[config.mk]
export PLATFORM = sky130hd
export DESIGN_NAME = stepper_param_command_port
export DESIGN_NICKNAME = d
export VERILOG_FILES = /design/src/stepper_cmd_pkg.sv /design/src/param_wr_if.sv /design/src/stepper_param_command_port.sv /design/src/param_packet_rx.sv
export SDC_FILE = /design/constraint.sdc
export NUM_CORES = 1
export LEC_CHECK = 0
export BUFFER_PORTS_ARGS = -buffer_cell sky130_fd_sc_hd__buf_2
export CAP_MARGIN = 20
export CORE_ASPECT_RATIO = 1.4
export CORE_MARGIN = 2
export CORE_UTILIZATION = 60
export DETAILED_ROUTE_END_ITERATION = 16
export PLACE_DENSITY_LB_ADDON = 0.15
export SETUP_SLACK_MARGIN = 0.5
export SYNTH_ARGS = -nofsm -noshare
export SYNTH_HDL_FRONTEND = slang
export SYNTH_SLANG_ARGS = --single-unit
[constraint.sdc]
create_clock -name clk_sys_i -period 7 [get_ports clk_sys_i]
set_input_delay 1.05 -clock clk_sys_i [delete_from_list [all_inputs] [get_ports clk_sys_i]]
set_output_delay 1.05 -clock clk_sys_i [all_outputs]
set_load 0.05 [all_outputs]
[src/stepper_cmd_pkg.sv]
// Constants and types shared by the stepper parameter/command port
package stepper_cmd_pkg;
  // Parameter byte addresses
  localparam logic [7:0] ADDR_TOTAL_STEPS3 = 8'h00;
  localparam logic [7:0] ADDR_TOTAL_STEPS2 = 8'h01;
  localparam logic [7:0] ADDR_TOTAL_STEPS1 = 8'h02;
  localparam logic [7:0] ADDR_TOTAL_STEPS0 = 8'h03;
  localparam logic [7:0] ADDR_DECEL_BEGIN3 = 8'h04;
  localparam logic [7:0] ADDR_DECEL_BEGIN2 = 8'h05;
  localparam logic [7:0] ADDR_DECEL_BEGIN1 = 8'h06;
  localparam logic [7:0] ADDR_DECEL_BEGIN0 = 8'h07;
  localparam logic [7:0] ADDR_INIT_RATE1 = 8'h08;
  localparam logic [7:0] ADDR_INIT_RATE0 = 8'h09;
  localparam logic [7:0] ADDR_RAMP_UP1 = 8'h0A;
  localparam logic [7:0] ADDR_RAMP_UP0 = 8'h0B;
  localparam logic [7:0] ADDR_TARGET_RATE1 = 8'h0C;
  localparam logic [7:0] ADDR_TARGET_RATE0 = 8'h0D;
  localparam logic [7:0] ADDR_RAMP_DOWN1 = 8'h0E;
  localparam logic [7:0] ADDR_RAMP_DOWN0 = 8'h0F;
  localparam logic [7:0] ADDR_GPIO_DIRECTION = 8'h10;
  localparam logic [7:0] ADDR_POWER_STAGE_CONTROL = 8'h11;
  localparam logic [7:0] ADDR_GPIO_OUTPUT_LEVELS = 8'h12;
  localparam logic [7:0] ADDR_CURRENT_PWM_DUTY = 8'h13;
  localparam logic [7:0] ADDR_MOTION_COMMAND = 8'h14;
  localparam int PARAM_BYTES = 16;
  // Power stage control field positions
  localparam int PSC_ENABLE_BIT = 6;
  localparam int PSC_RES_MSB = 5;
  localparam int PSC_RES_LSB = 3;
  localparam int PSC_DIR_BIT = 0;
  // Motion command opcodes
  localparam logic [7:0] CMD_RAMP_START = 8'h00;
  localparam logic [7:0] CMD_CONST_START = 8'h01;
  localparam logic [7:0] CMD_RAMP_STOP = 8'h02;
  localparam logic [7:0] CMD_SPEED_CHANGE = 8'h03;
  localparam logic [7:0] CMD_SEEK_REF_RISING = 8'h04;
  localparam logic [7:0] CMD_SEEK_REF_FALLING = 8'h05;
  // Current PWM: counter runs 0..249
  localparam logic [7:0] PWM_LAST_COUNT = 8'hF9;
  // Reset values
  localparam logic [7:0] RESET_BYTE = 8'h00;
  // Packet byte positions
  localparam logic [1:0] PKT_DEV_BYTE = 2'h0;
  localparam logic [1:0] PKT_ADDR_BYTE = 2'h1;
  localparam logic [1:0] PKT_DATA_BYTE = 2'h2;
  // Motion sequencer states
  typedef enum logic [2:0] {
    MS_IDLE, MS_ACCEL, MS_CONST, MS_DECEL, MS_STOP, MS_HOME
  } motion_state_t;
endpackage

[src/param_wr_if.sv]
// Write-strobe carrier between packet receiver and parameter core
`timescale 1ns/1ps
`default_nettype none
interface param_wr_if;
  logic wr_valid; // One-cycle write strobe
  logic [7:0] wr_addr; // Parameter address
  logic [7:0] wr_data; // Data byte
  modport rx (output wr_valid, output wr_addr, output wr_data);
  modport core (input wr_valid, input wr_addr, input wr_data);
endinterface
`default_nettype wire

[src/stepper_param_command_port.sv]
// Parameter store, pin control and motion command decoder for a stepper
//
// Contract
// - Eight direction bits, one selects output.
// - Enable bit6, resolution bits5..3, direction bit0.
// - Power-stage bits drive pins directly.
// - Output levels reach only output pins.
// - Duty value 0..249 sets PWM duty.
// - Duty above 249 gives full duty.
// - Command address write decodes motion action.
// - Ramped start: initial rate, accelerate to target.
// - Constant start: hold initial rate.
// - Starts stop after total step count.
// - Ramped stop decelerates to initial rate.
// - Speed change accelerates or decelerates toward target.
// - Seek rising home edge at initial rate.
// - Seek falling home edge at initial rate.
// - Commands load all stored motion parameters.
// - Rate is high byte shifted plus low.
// - Host writes are three-byte packets.
// - Step counts are 32-bit, MSB first.
// - Twenty-one byte addresses in parameter space.
`timescale 1ns/1ps
`default_nettype none
module stepper_param_command_port #(
  parameter logic [6:0] DEV_ADDR = 7'h2A // Arbitrary default target address
) (
  // Clock and reset
  input wire logic clk_sys_i,
  input wire logic reset_n_i,
  // Serial byte receiver
  input wire logic frame_start_i,
  input wire logic byte_valid_i,
  input wire logic [7:0] byte_i,
  // Stepping engine handshake
  input wire logic step_done_i,
  input wire logic ramp_tick_i,
  input wire logic home_sensor_i,
  // General-purpose pins
  input wire logic [7:0] gpio_i,
  output logic [7:0] gpio_o,
  output logic [7:0] gpio_oe_o,
  output logic [7:0] gpio_in_o,
  // Power stage pins
  output logic driver_enable_o,
  output logic [2:0] step_resolution_sel_o,
  output logic direction_o,
  output logic current_pwm_o,
  // Stepping engine controls
  output logic step_enable_o,
  output logic [15:0] step_rate_o,
  output logic [31:0] executed_steps_o
);
  param_wr_if wr ();
  logic [7:0] param_q [stepper_cmd_pkg::PARAM_BYTES]; // Stored motion bytes
  logic [7:0] duty_q; // Current PWM duty
  logic [7:0] pwm_cnt_q; // PWM period counter
  logic [31:0] total_q; // Loaded total step count
  logic [31:0] decel_at_q; // Loaded deceleration start step
  logic [15:0] init_rate_q; // Loaded initial step rate
  logic [15:0] target_q; // Loaded target step rate
  logic [15:0] up_rate_q; // Loaded acceleration rate
  logic [15:0] down_rate_q; // Loaded deceleration rate
  logic seek_rising_q; // Home edge polarity being sought
  logic home_q; // Previous home sensor level
  stepper_cmd_pkg::motion_state_t state_q;
  logic cmd_wr; // Motion command write this cycle
  logic home_hit; // Sought home edge seen
  logic last_step; // Step just done is the final one

  ////////////////////////////////////////////////////////////
  // Byte pair to rate
  function automatic logic [15:0] pair16(input logic [7:0] hi, input logic [7:0] lo);
    pair16 = {hi, 8'h00} + {8'h00, lo};
  endfunction

  // Four bytes to count, most significant first
  function automatic logic [31:0] quad32(input logic [7:0] b3, input logic [7:0] b2,
                                         input logic [7:0] b1, input logic [7:0] b0);
    quad32 = {pair16(b3, b2), pair16(b1, b0)};
  endfunction

  // One ramp step toward a limit, never passing it
  function automatic logic [15:0] ramp(input logic [15:0] cur, input logic [15:0] dlt,
                                       input logic [15:0] lim, input logic up);
    logic [16:0] sum;
    sum = {1'b0, cur} + {1'b0, dlt};
    if (up) begin
      ramp = (sum >= {1'b0, lim}) ? lim : sum[15:0];
    end else begin
      ramp = ({1'b0, cur} <= {1'b0, lim} + {1'b0, dlt}) ? lim : cur - dlt;
    end
  endfunction

  ////////////////////////////////////////////////////////////
  // Packet assembly
  param_packet_rx #(.DEV_ADDR(DEV_ADDR)) u_rx (
    .clk_sys_i(clk_sys_i),
    .reset_n_i(reset_n_i),
    .frame_start_i(frame_start_i),
    .byte_valid_i(byte_valid_i),
    .byte_i(byte_i),
    .wr(wr.rx)
  );

  assign cmd_wr = wr.wr_valid && wr.wr_addr == stepper_cmd_pkg::ADDR_MOTION_COMMAND;
  assign home_hit = (state_q == stepper_cmd_pkg::MS_HOME) &&
                    (seek_rising_q ? (home_sensor_i && !home_q)
                                   : (!home_sensor_i && home_q));
  assign last_step = step_done_i && (executed_steps_o + 32'h1 == total_q);

  ////////////////////////////////////////////////////////////
  // Motion parameter bytes; addresses past the table are ignored
  always_ff @(posedge clk_sys_i or negedge reset_n_i) begin
    if (!reset_n_i) begin
      for (int i = 0; i < stepper_cmd_pkg::PARAM_BYTES; i++) begin
        param_q[i] <= stepper_cmd_pkg::RESET_BYTE;
      end
    end else if (wr.wr_valid && wr.wr_addr < stepper_cmd_pkg::ADDR_GPIO_DIRECTION) begin
      param_q[wr.wr_addr[3:0]] <= wr.wr_data;
    end
  end

  // GPIO direction and levels; pins set as inputs are never driven
  always_ff @(posedge clk_sys_i or negedge reset_n_i) begin
    if (!reset_n_i) begin
      gpio_oe_o <= stepper_cmd_pkg::RESET_BYTE;
      gpio_o <= stepper_cmd_pkg::RESET_BYTE;
    end else if (wr.wr_valid) begin
      if (wr.wr_addr == stepper_cmd_pkg::ADDR_GPIO_DIRECTION) begin
        gpio_oe_o <= wr.wr_data;
      end
      if (wr.wr_addr == stepper_cmd_pkg::ADDR_GPIO_OUTPUT_LEVELS) begin
        gpio_o <= wr.wr_data;
      end
    end
  end

  // Pin levels as seen, registered for the engine side
  always_ff @(posedge clk_sys_i or negedge reset_n_i) begin
    if (!reset_n_i) begin
      gpio_in_o <= stepper_cmd_pkg::RESET_BYTE;
    end else begin
      gpio_in_o <= gpio_i;
    end
  end

  // Power stage pins follow the written byte at once; unused bits dropped
  always_ff @(posedge clk_sys_i or negedge reset_n_i) begin
    if (!reset_n_i) begin
      driver_enable_o <= 1'b0;
      step_resolution_sel_o <= 3'h0;
      direction_o <= 1'b0;
    end else if (wr.wr_valid && wr.wr_addr == stepper_cmd_pkg::ADDR_POWER_STAGE_CONTROL) begin
      driver_enable_o <= wr.wr_data[stepper_cmd_pkg::PSC_ENABLE_BIT];
      step_resolution_sel_o <=
        wr.wr_data[stepper_cmd_pkg::PSC_RES_MSB:stepper_cmd_pkg::PSC_RES_LSB];
      direction_o <= wr.wr_data[stepper_cmd_pkg::PSC_DIR_BIT];
    end
  end

  ////////////////////////////////////////////////////////////
  // Duty register; no range check on purpose
  always_ff @(posedge clk_sys_i or negedge reset_n_i) begin
    if (!reset_n_i) begin
      duty_q <= stepper_cmd_pkg::RESET_BYTE;
    end else if (wr.wr_valid && wr.wr_addr == stepper_cmd_pkg::ADDR_CURRENT_PWM_DUTY) begin
      duty_q <= wr.wr_data;
    end
  end

  // 250-count period; counter never exceeds 249 so larger duty stays high
  always_ff @(posedge clk_sys_i or negedge reset_n_i) begin
    if (!reset_n_i) begin
      pwm_cnt_q <= stepper_cmd_pkg::RESET_BYTE;
      current_pwm_o <= 1'b0;
    end else begin
      pwm_cnt_q <= (pwm_cnt_q == stepper_cmd_pkg::PWM_LAST_COUNT) ? 8'h00 : pwm_cnt_q + 8'h01;
      current_pwm_o <= pwm_cnt_q < duty_q;
    end
  end

  ////////////////////////////////////////////////////////////
  // Every command reloads the engine parameters from the byte table
  always_ff @(posedge clk_sys_i or negedge reset_n_i) begin
    if (!reset_n_i) begin
      total_q <= 32'h0000_0000;
      decel_at_q <= 32'h0000_0000;
      init_rate_q <= 16'h0000;
      target_q <= 16'h0000;
      up_rate_q <= 16'h0000;
      down_rate_q <= 16'h0000;
    end else if (cmd_wr) begin
      total_q <= quad32(param_q[0], param_q[1], param_q[2], param_q[3]);
      decel_at_q <= quad32(param_q[4], param_q[5], param_q[6], param_q[7]);
      init_rate_q <= pair16(param_q[8], param_q[9]);
      up_rate_q <= pair16(param_q[10], param_q[11]);
      target_q <= pair16(param_q[12], param_q[13]);
      down_rate_q <= pair16(param_q[14], param_q[15]);
    end
  end

  // Home sensor history for edge detection
  always_ff @(posedge clk_sys_i or negedge reset_n_i) begin
    if (!reset_n_i) begin
      home_q <= 1'b0;
    end else begin
      home_q <= home_sensor_i;
    end
  end

  // Executed step counter; every command except ramp stop and speed change clears it
  always_ff @(posedge clk_sys_i or negedge reset_n_i) begin
    if (!reset_n_i) begin
      executed_steps_o <= 32'h0000_0000;
    end else if (cmd_wr && wr.wr_data != stepper_cmd_pkg::CMD_RAMP_STOP &&
                 wr.wr_data != stepper_cmd_pkg::CMD_SPEED_CHANGE) begin
      executed_steps_o <= 32'h0000_0000;
    end else if (step_done_i && step_enable_o) begin
      executed_steps_o <= executed_steps_o + 32'h1;
    end
  end

  ////////////////////////////////////////////////////////////
  // Motion sequencer; a command outranks a step or ramp tick in the same cycle
  always_ff @(posedge clk_sys_i or negedge reset_n_i) begin
    if (!reset_n_i) begin
      state_q <= stepper_cmd_pkg::MS_IDLE;
      step_rate_o <= 16'h0000;
      seek_rising_q <= 1'b0;
    end else if (cmd_wr) begin
      unique case (wr.wr_data)
        stepper_cmd_pkg::CMD_RAMP_START: begin
          state_q <= stepper_cmd_pkg::MS_ACCEL;
          step_rate_o <= pair16(param_q[8], param_q[9]);
        end
        stepper_cmd_pkg::CMD_CONST_START: begin
          state_q <= stepper_cmd_pkg::MS_CONST;
          step_rate_o <= pair16(param_q[8], param_q[9]);
        end
        stepper_cmd_pkg::CMD_RAMP_STOP: begin
          // Stopping an idle motor does nothing
          if (state_q != stepper_cmd_pkg::MS_IDLE) begin
            state_q <= stepper_cmd_pkg::MS_STOP;
          end
        end
        stepper_cmd_pkg::CMD_SPEED_CHANGE: begin
          // Only meaningful while running
          if (state_q != stepper_cmd_pkg::MS_IDLE) begin
            state_q <= (pair16(param_q[12], param_q[13]) >= step_rate_o) ?
                       stepper_cmd_pkg::MS_ACCEL : stepper_cmd_pkg::MS_DECEL;
          end
        end
        stepper_cmd_pkg::CMD_SEEK_REF_RISING,
        stepper_cmd_pkg::CMD_SEEK_REF_FALLING: begin
          state_q <= stepper_cmd_pkg::MS_HOME;
          step_rate_o <= pair16(param_q[8], param_q[9]);
          seek_rising_q <= wr.wr_data == stepper_cmd_pkg::CMD_SEEK_REF_RISING;
        end
        default: begin
          // Unknown opcode: no action
        end
      endcase
    end else if (state_q != stepper_cmd_pkg::MS_IDLE && (last_step || home_hit)) begin
      state_q <= stepper_cmd_pkg::MS_IDLE;
    end else if (step_done_i && executed_steps_o + 32'h1 == decel_at_q &&
                 state_q != stepper_cmd_pkg::MS_IDLE && state_q != stepper_cmd_pkg::MS_HOME) begin
      state_q <= stepper_cmd_pkg::MS_STOP; // Planned deceleration point
    end else if (ramp_tick_i) begin
      unique case (state_q)
        stepper_cmd_pkg::MS_ACCEL: begin
          step_rate_o <= ramp(step_rate_o, up_rate_q, target_q, 1'b1);
          if (ramp(step_rate_o, up_rate_q, target_q, 1'b1) == target_q) begin
            state_q <= stepper_cmd_pkg::MS_CONST;
          end
        end
        stepper_cmd_pkg::MS_DECEL: begin
          step_rate_o <= ramp(step_rate_o, down_rate_q, target_q, 1'b0);
          if (ramp(step_rate_o, down_rate_q, target_q, 1'b0) == target_q) begin
            state_q <= stepper_cmd_pkg::MS_CONST;
          end
        end
        stepper_cmd_pkg::MS_STOP: begin
          step_rate_o <= ramp(step_rate_o, down_rate_q, init_rate_q, 1'b0);
          if (ramp(step_rate_o, down_rate_q, init_rate_q, 1'b0) == init_rate_q) begin
            state_q <= stepper_cmd_pkg::MS_IDLE;
          end
        end
        default: begin
          // Idle, constant and homing hold the rate
        end
      endcase
    end
  end

  // Engine runs in every state but idle
  always_ff @(posedge clk_sys_i or negedge reset_n_i) begin
    if (!reset_n_i) begin
      step_enable_o <= 1'b0;
    end else begin
      step_enable_o <= 1'b0;
      unique case (1'b1)
        cmd_wr: step_enable_o <= step_enable_o ||
                                 wr.wr_data == stepper_cmd_pkg::CMD_RAMP_START ||
                                 wr.wr_data == stepper_cmd_pkg::CMD_CONST_START ||
                                 wr.wr_data == stepper_cmd_pkg::CMD_SEEK_REF_RISING ||
                                 wr.wr_data == stepper_cmd_pkg::CMD_SEEK_REF_FALLING;
        default: step_enable_o <= state_q != stepper_cmd_pkg::MS_IDLE && !last_step &&
                                  !home_hit;
      endcase
    end
  end
endmodule
`default_nettype wire

[src/param_packet_rx.sv]
// Three-byte write packet assembler fed by the serial byte receiver
`timescale 1ns/1ps
`default_nettype none
module param_packet_rx #(
  parameter logic [6:0] DEV_ADDR = 7'h2A // Arbitrary default target address
) (
  // Clock and reset
  input wire logic clk_sys_i,
  input wire logic reset_n_i,
  // Received byte stream
  input wire logic frame_start_i,
  input wire logic byte_valid_i,
  input wire logic [7:0] byte_i,
  // Assembled write
  param_wr_if.rx wr
);
  logic [1:0] pos_q; // Byte position within packet
  logic match_q; // Target address matched
  logic [7:0] addr_q; // Held register address

  ////////////////////////////////////////////////////////////
  // Byte position; a new frame always restarts at the device byte
  always_ff @(posedge clk_sys_i or negedge reset_n_i) begin
    if (!reset_n_i) begin
      pos_q <= stepper_cmd_pkg::PKT_DEV_BYTE;
    end else if (frame_start_i) begin
      pos_q <= stepper_cmd_pkg::PKT_DEV_BYTE;
    end else if (byte_valid_i && pos_q != 2'h3) begin
      pos_q <= pos_q + 2'h1;
    end
  end

  // Target match: write bit must be low
  always_ff @(posedge clk_sys_i or negedge reset_n_i) begin
    if (!reset_n_i) begin
      match_q <= 1'b0;
    end else if (frame_start_i) begin
      match_q <= 1'b0;
    end else if (byte_valid_i && pos_q == stepper_cmd_pkg::PKT_DEV_BYTE) begin
      match_q <= (byte_i[7:1] == DEV_ADDR) && !byte_i[0];
    end
  end

  // Register address capture
  always_ff @(posedge clk_sys_i or negedge reset_n_i) begin
    if (!reset_n_i) begin
      addr_q <= stepper_cmd_pkg::RESET_BYTE;
    end else if (byte_valid_i && pos_q == stepper_cmd_pkg::PKT_ADDR_BYTE) begin
      addr_q <= byte_i;
    end
  end

  // Third byte completes the packet; extra bytes are dropped
  always_ff @(posedge clk_sys_i or negedge reset_n_i) begin
    if (!reset_n_i) begin
      wr.wr_valid <= 1'b0;
      wr.wr_addr <= stepper_cmd_pkg::RESET_BYTE;
      wr.wr_data <= stepper_cmd_pkg::RESET_BYTE;
    end else begin
      wr.wr_valid <= byte_valid_i && !frame_start_i && match_q &&
                     pos_q == stepper_cmd_pkg::PKT_DATA_BYTE;
      if (byte_valid_i && pos_q == stepper_cmd_pkg::PKT_DATA_BYTE) begin
        wr.wr_addr <= addr_q;
        wr.wr_data <= byte_i;
      end
    end
  end
endmodule
`default_nettype wire

==> results_dict.tcl <==
set metrics [dict create \
    layout.cells.non_filler 2692 \
    cp-end-kind "register" \
    synth-main-ff-cell "dfrtp_1" \
    ys_seq_area_frac 0.4157 \
    drive_gt1_frac 0.2381 \
    crit_path_max_fanout 11 \
    endpoint "state_q[1]" \
    num_vias 16790 \
    synth_top_area_cell "dfrtp_1" \
    hold_slack_ps 491.7 \
    p_int_mw 5.044 \
    wirelength_microns 62780 \
    period_share 0.8348 \
    power_switching_mw 3.679 \
    worst_slew_pin_slew_ps 1065 \
    cts_root_buf "clkbuf_16" \
    setup_viol 0 \
    synthesis.area_sq_um 23120 \
    area_growth_pct 9.677 \
    arrival_ps 6250 \
    initial_core_util 0.6055 \
    r2r_slack_ps 1160 \
    p_clk_frac 0.241 \
    netlist_instances 2118 \
    fin_nets 2350 \
    grt_usage 0.3166 \
    synthArstFlopShare 1.000 \
    skew_ps 32.18 \
    synth.avg_cell_area_sq_um 10.91 \
    first_pass_iters 5 \
    hold_viol 0 \
    fmax_mhz 171.1 \
    grt_pass1_vias 17240 \
    r2r_cells 23 \
    r2r-start "target_q[1]" \
    ys_seq_elements 384 \
    report.final.slew_viol_count 0 \
    die_h_microns 236.3 \
    min_path_type "reg2reg" \
    critPathLaunchType "register" \
    powerDensity_nw_per_um2 344.0 \
    netlist_top_cells_area "dfrtp_1 42%, mux2_2 15%, ha_1 7.6%" \
    htree_levels 2 \
    startpoint "target_q[1]" \
    min_path_cells 1 \
    clkTransAtPathRegs_ps 60 \
    drt_iter0_markers 954 \
    grt_antenna_before_repair 2 \
    synth_common_cells "384 x dfrtp_1, 311 x mux2_2, 147 x xnor2_1" \
    ctsHoldBuffers 0 \
    grt_pass1_wl_microns 97230 \
    power_mw 8.723 \
    maxCapViolCount 0 \
    min_period_ps 5844 \
    yosysMostFrequentCell "dfrtp_1" \
    criticalPathCategory "reg2reg" \
    postCtsSetupBuffers 0 \
    dieWidth_microns 169.9 \
    clockBufferDepth 3 \
    ctsResizeCount 0 \
    placed_area_sq_um 23970 \
    grt_max_degree 158 \
    p_seq_frac 0.300 \
    cts_tree "yes" \
    ios 102 \
    cts_made_buffers 39 \
    p_leak_nw 12.40 \
    vdd_ir_drop_max_mv 0.2479 \
    status "finished, final reports clean" \
    die_area_sq_um 40140 \
    synth_top_area_share 0.4157 \
    grt_overflow 0 \
    coreArea_sq_um 38180 \
    ant_nets 0 \
    synth_edf_count 0 \
    dp.cells 2616 \
    r2r-end "state_q[1]" \
    design_area_sq_um 25350 \
    sw_frac_of_total 0.4218 \
    grt_setup_unrepaired "no" \
    comb_power_share 0.459 \
    synth-warning-count 0 \
    slew_headroom 0.2872 \
    drc_errors 0 \
    clk_latency_ps 550 \
    cp.required_ps 7410 \
    finalSetupTns_ps 0 \
    viasPerCell 6.238 \
    cts_sinks 384 \
    synth_fp_nets 2286 \
    row_count 85 \
    wl_per_cell_microns 23.32 \
    ys_types 82 \
    gp_congestion 0.9144 \
    numPortBuffers 101 \
    hpwl_microns 45750 \
]
==> final cells by class <==
class | count | area, sq um
Fill cell | 2966 | 12830
Antenna cell | 1 | 2.502
Clock buffer | 52 | 1106
Tap cell | 478 | 598.1
Clock inverter | 20 | 197.7
Inverter | 77 | 289.0
Sequential cell | 384 | 9609
Multi-Input combinational cell | 1559 | 12800
Timing Repair Buffer | 121 | 750.7
==> through the flow <==
step,util,setup WS [ps]
6_report,0.6641,1156
5_1_grt,0.6640,585.6
4_1_cts,0.6618,1206
3_5_place_dp,0.6277,1265
3_3_place_gp,0.6277,1422
2_1_floorplan,-,2023
==> per-layer routing <==
layer  global-route usage  vias up  share of wire
li1                     -     7757              -
met1               0.3637     8433           0.38
met2               0.5735      433           0.53
met3              0.03356      168          0.036
met4               0.1720        2          0.058
met5                    0        -        0.00022
==> how the worst min path moves through the flow <==
stage                 startpoint  slack (ps)              end
floorplan           pwm_cnt_q[7]         470     pwm_cnt_q[7]
global placement     param_q[81]         480   decel_at_q[17]
detailed placement   param_q[75]         490   decel_at_q[11]
CTS                    reset_n_i         500  step_rate_o[10]
global route         param_q[10]         510  down_rate_q[10]
finish              param_q[106]         490      total_q[10]
==> flip-flops by register name (all words and copies together) (netlist names), 2 cells and up <==
| register | cells |
|---|---|
| param_q | 128 |
| decel_at_q | 32 |
| executed_steps_o | 32 |
| total_q | 32 |
| down_rate_q | 16 |
| init_rate_q | 16 |
| step_rate_o | 16 |
| target_q | 16 |
| up_rate_q | 16 |
| duty_q | 8 |
| gpio_in_o | 8 |
| gpio_o | 8 |
| gpio_oe_o | 8 |
| pwm_cnt_q | 8 |
| u_rx.addr_q | 8 |
| u_rx.wr.wr_addr | 8 |
| u_rx.wr.wr_data | 8 |
| state_q | 3 |
| step_resolution_sel_o | 3 |
| u_rx.pos_q | 2 |
==> cells in the final DEF (no fill, tap or decap), drive strengths merged, types with 38 or more instances in the layout <==
| cell | n |
|---|---|
| mux2i | 69 |
| buf | 121 |
| o21ai | 61 |
| xor2 | 73 |
| dfrtp | 384 |
| nor3 | 38 |
| nand3 | 40 |
| xnor2 | 147 |
| mux2 | 312 |
| nor2 | 140 |
| clkbuf | 52 |
| nand2 | 84 |
| inv | 81 |
| ha | 141 |
| a21oi | 88 |
==> power by group through the flow <==
stage                     Combinational, mW  Clock [mW]  Sequential [mW]
after floorplan                        2.61           0             2.73
after global placement                 3.83           0             2.68
after detailed placement               3.86           0             2.69
after CTS                              3.88        2.15             2.65
after global routing                   4.29        2.24             2.63
final                                  4.00        2.11             2.62
==> worst max-delay path, stage by stage (launching register included) <==
cell       delay, ps
dfrtp_1          500
ha_1             340
a21o_1           160
a21oi_1          220
o21bai_1          90
a21oi_1          290
o21bai_1         100
a21oi_1          320
o21ai_0          230
a21oi_1          280
o21ai_0          130
a21oi_1          190
xor2_1           160
ha_1             260
nand3_1          150
or3_1            150
o22ai_1           90
a2111oi_0        460
a211o_1          470
nor2_1            80
nor3_1           160
a41oi_1           90
o32ai_2          400
mux2_2           390
==> kinds of logic after synthesis <==
| family | count (synthesis) | share of synthesized area |
|---|---|---|
| flops | 384 | 0.4157 |
| xor+xnor | 222 | 0.08530 |
| buf+inv | 175 | 0.03074 |
| fa+ha+maj | 145 | 0.07978 |
| compound gates | 335 | 0.09618 |
| simple gates | 476 | 0.1105 |
| mux | 381 | 0.1819 |
Note: power is estimated with default switching activity, not from simulation.
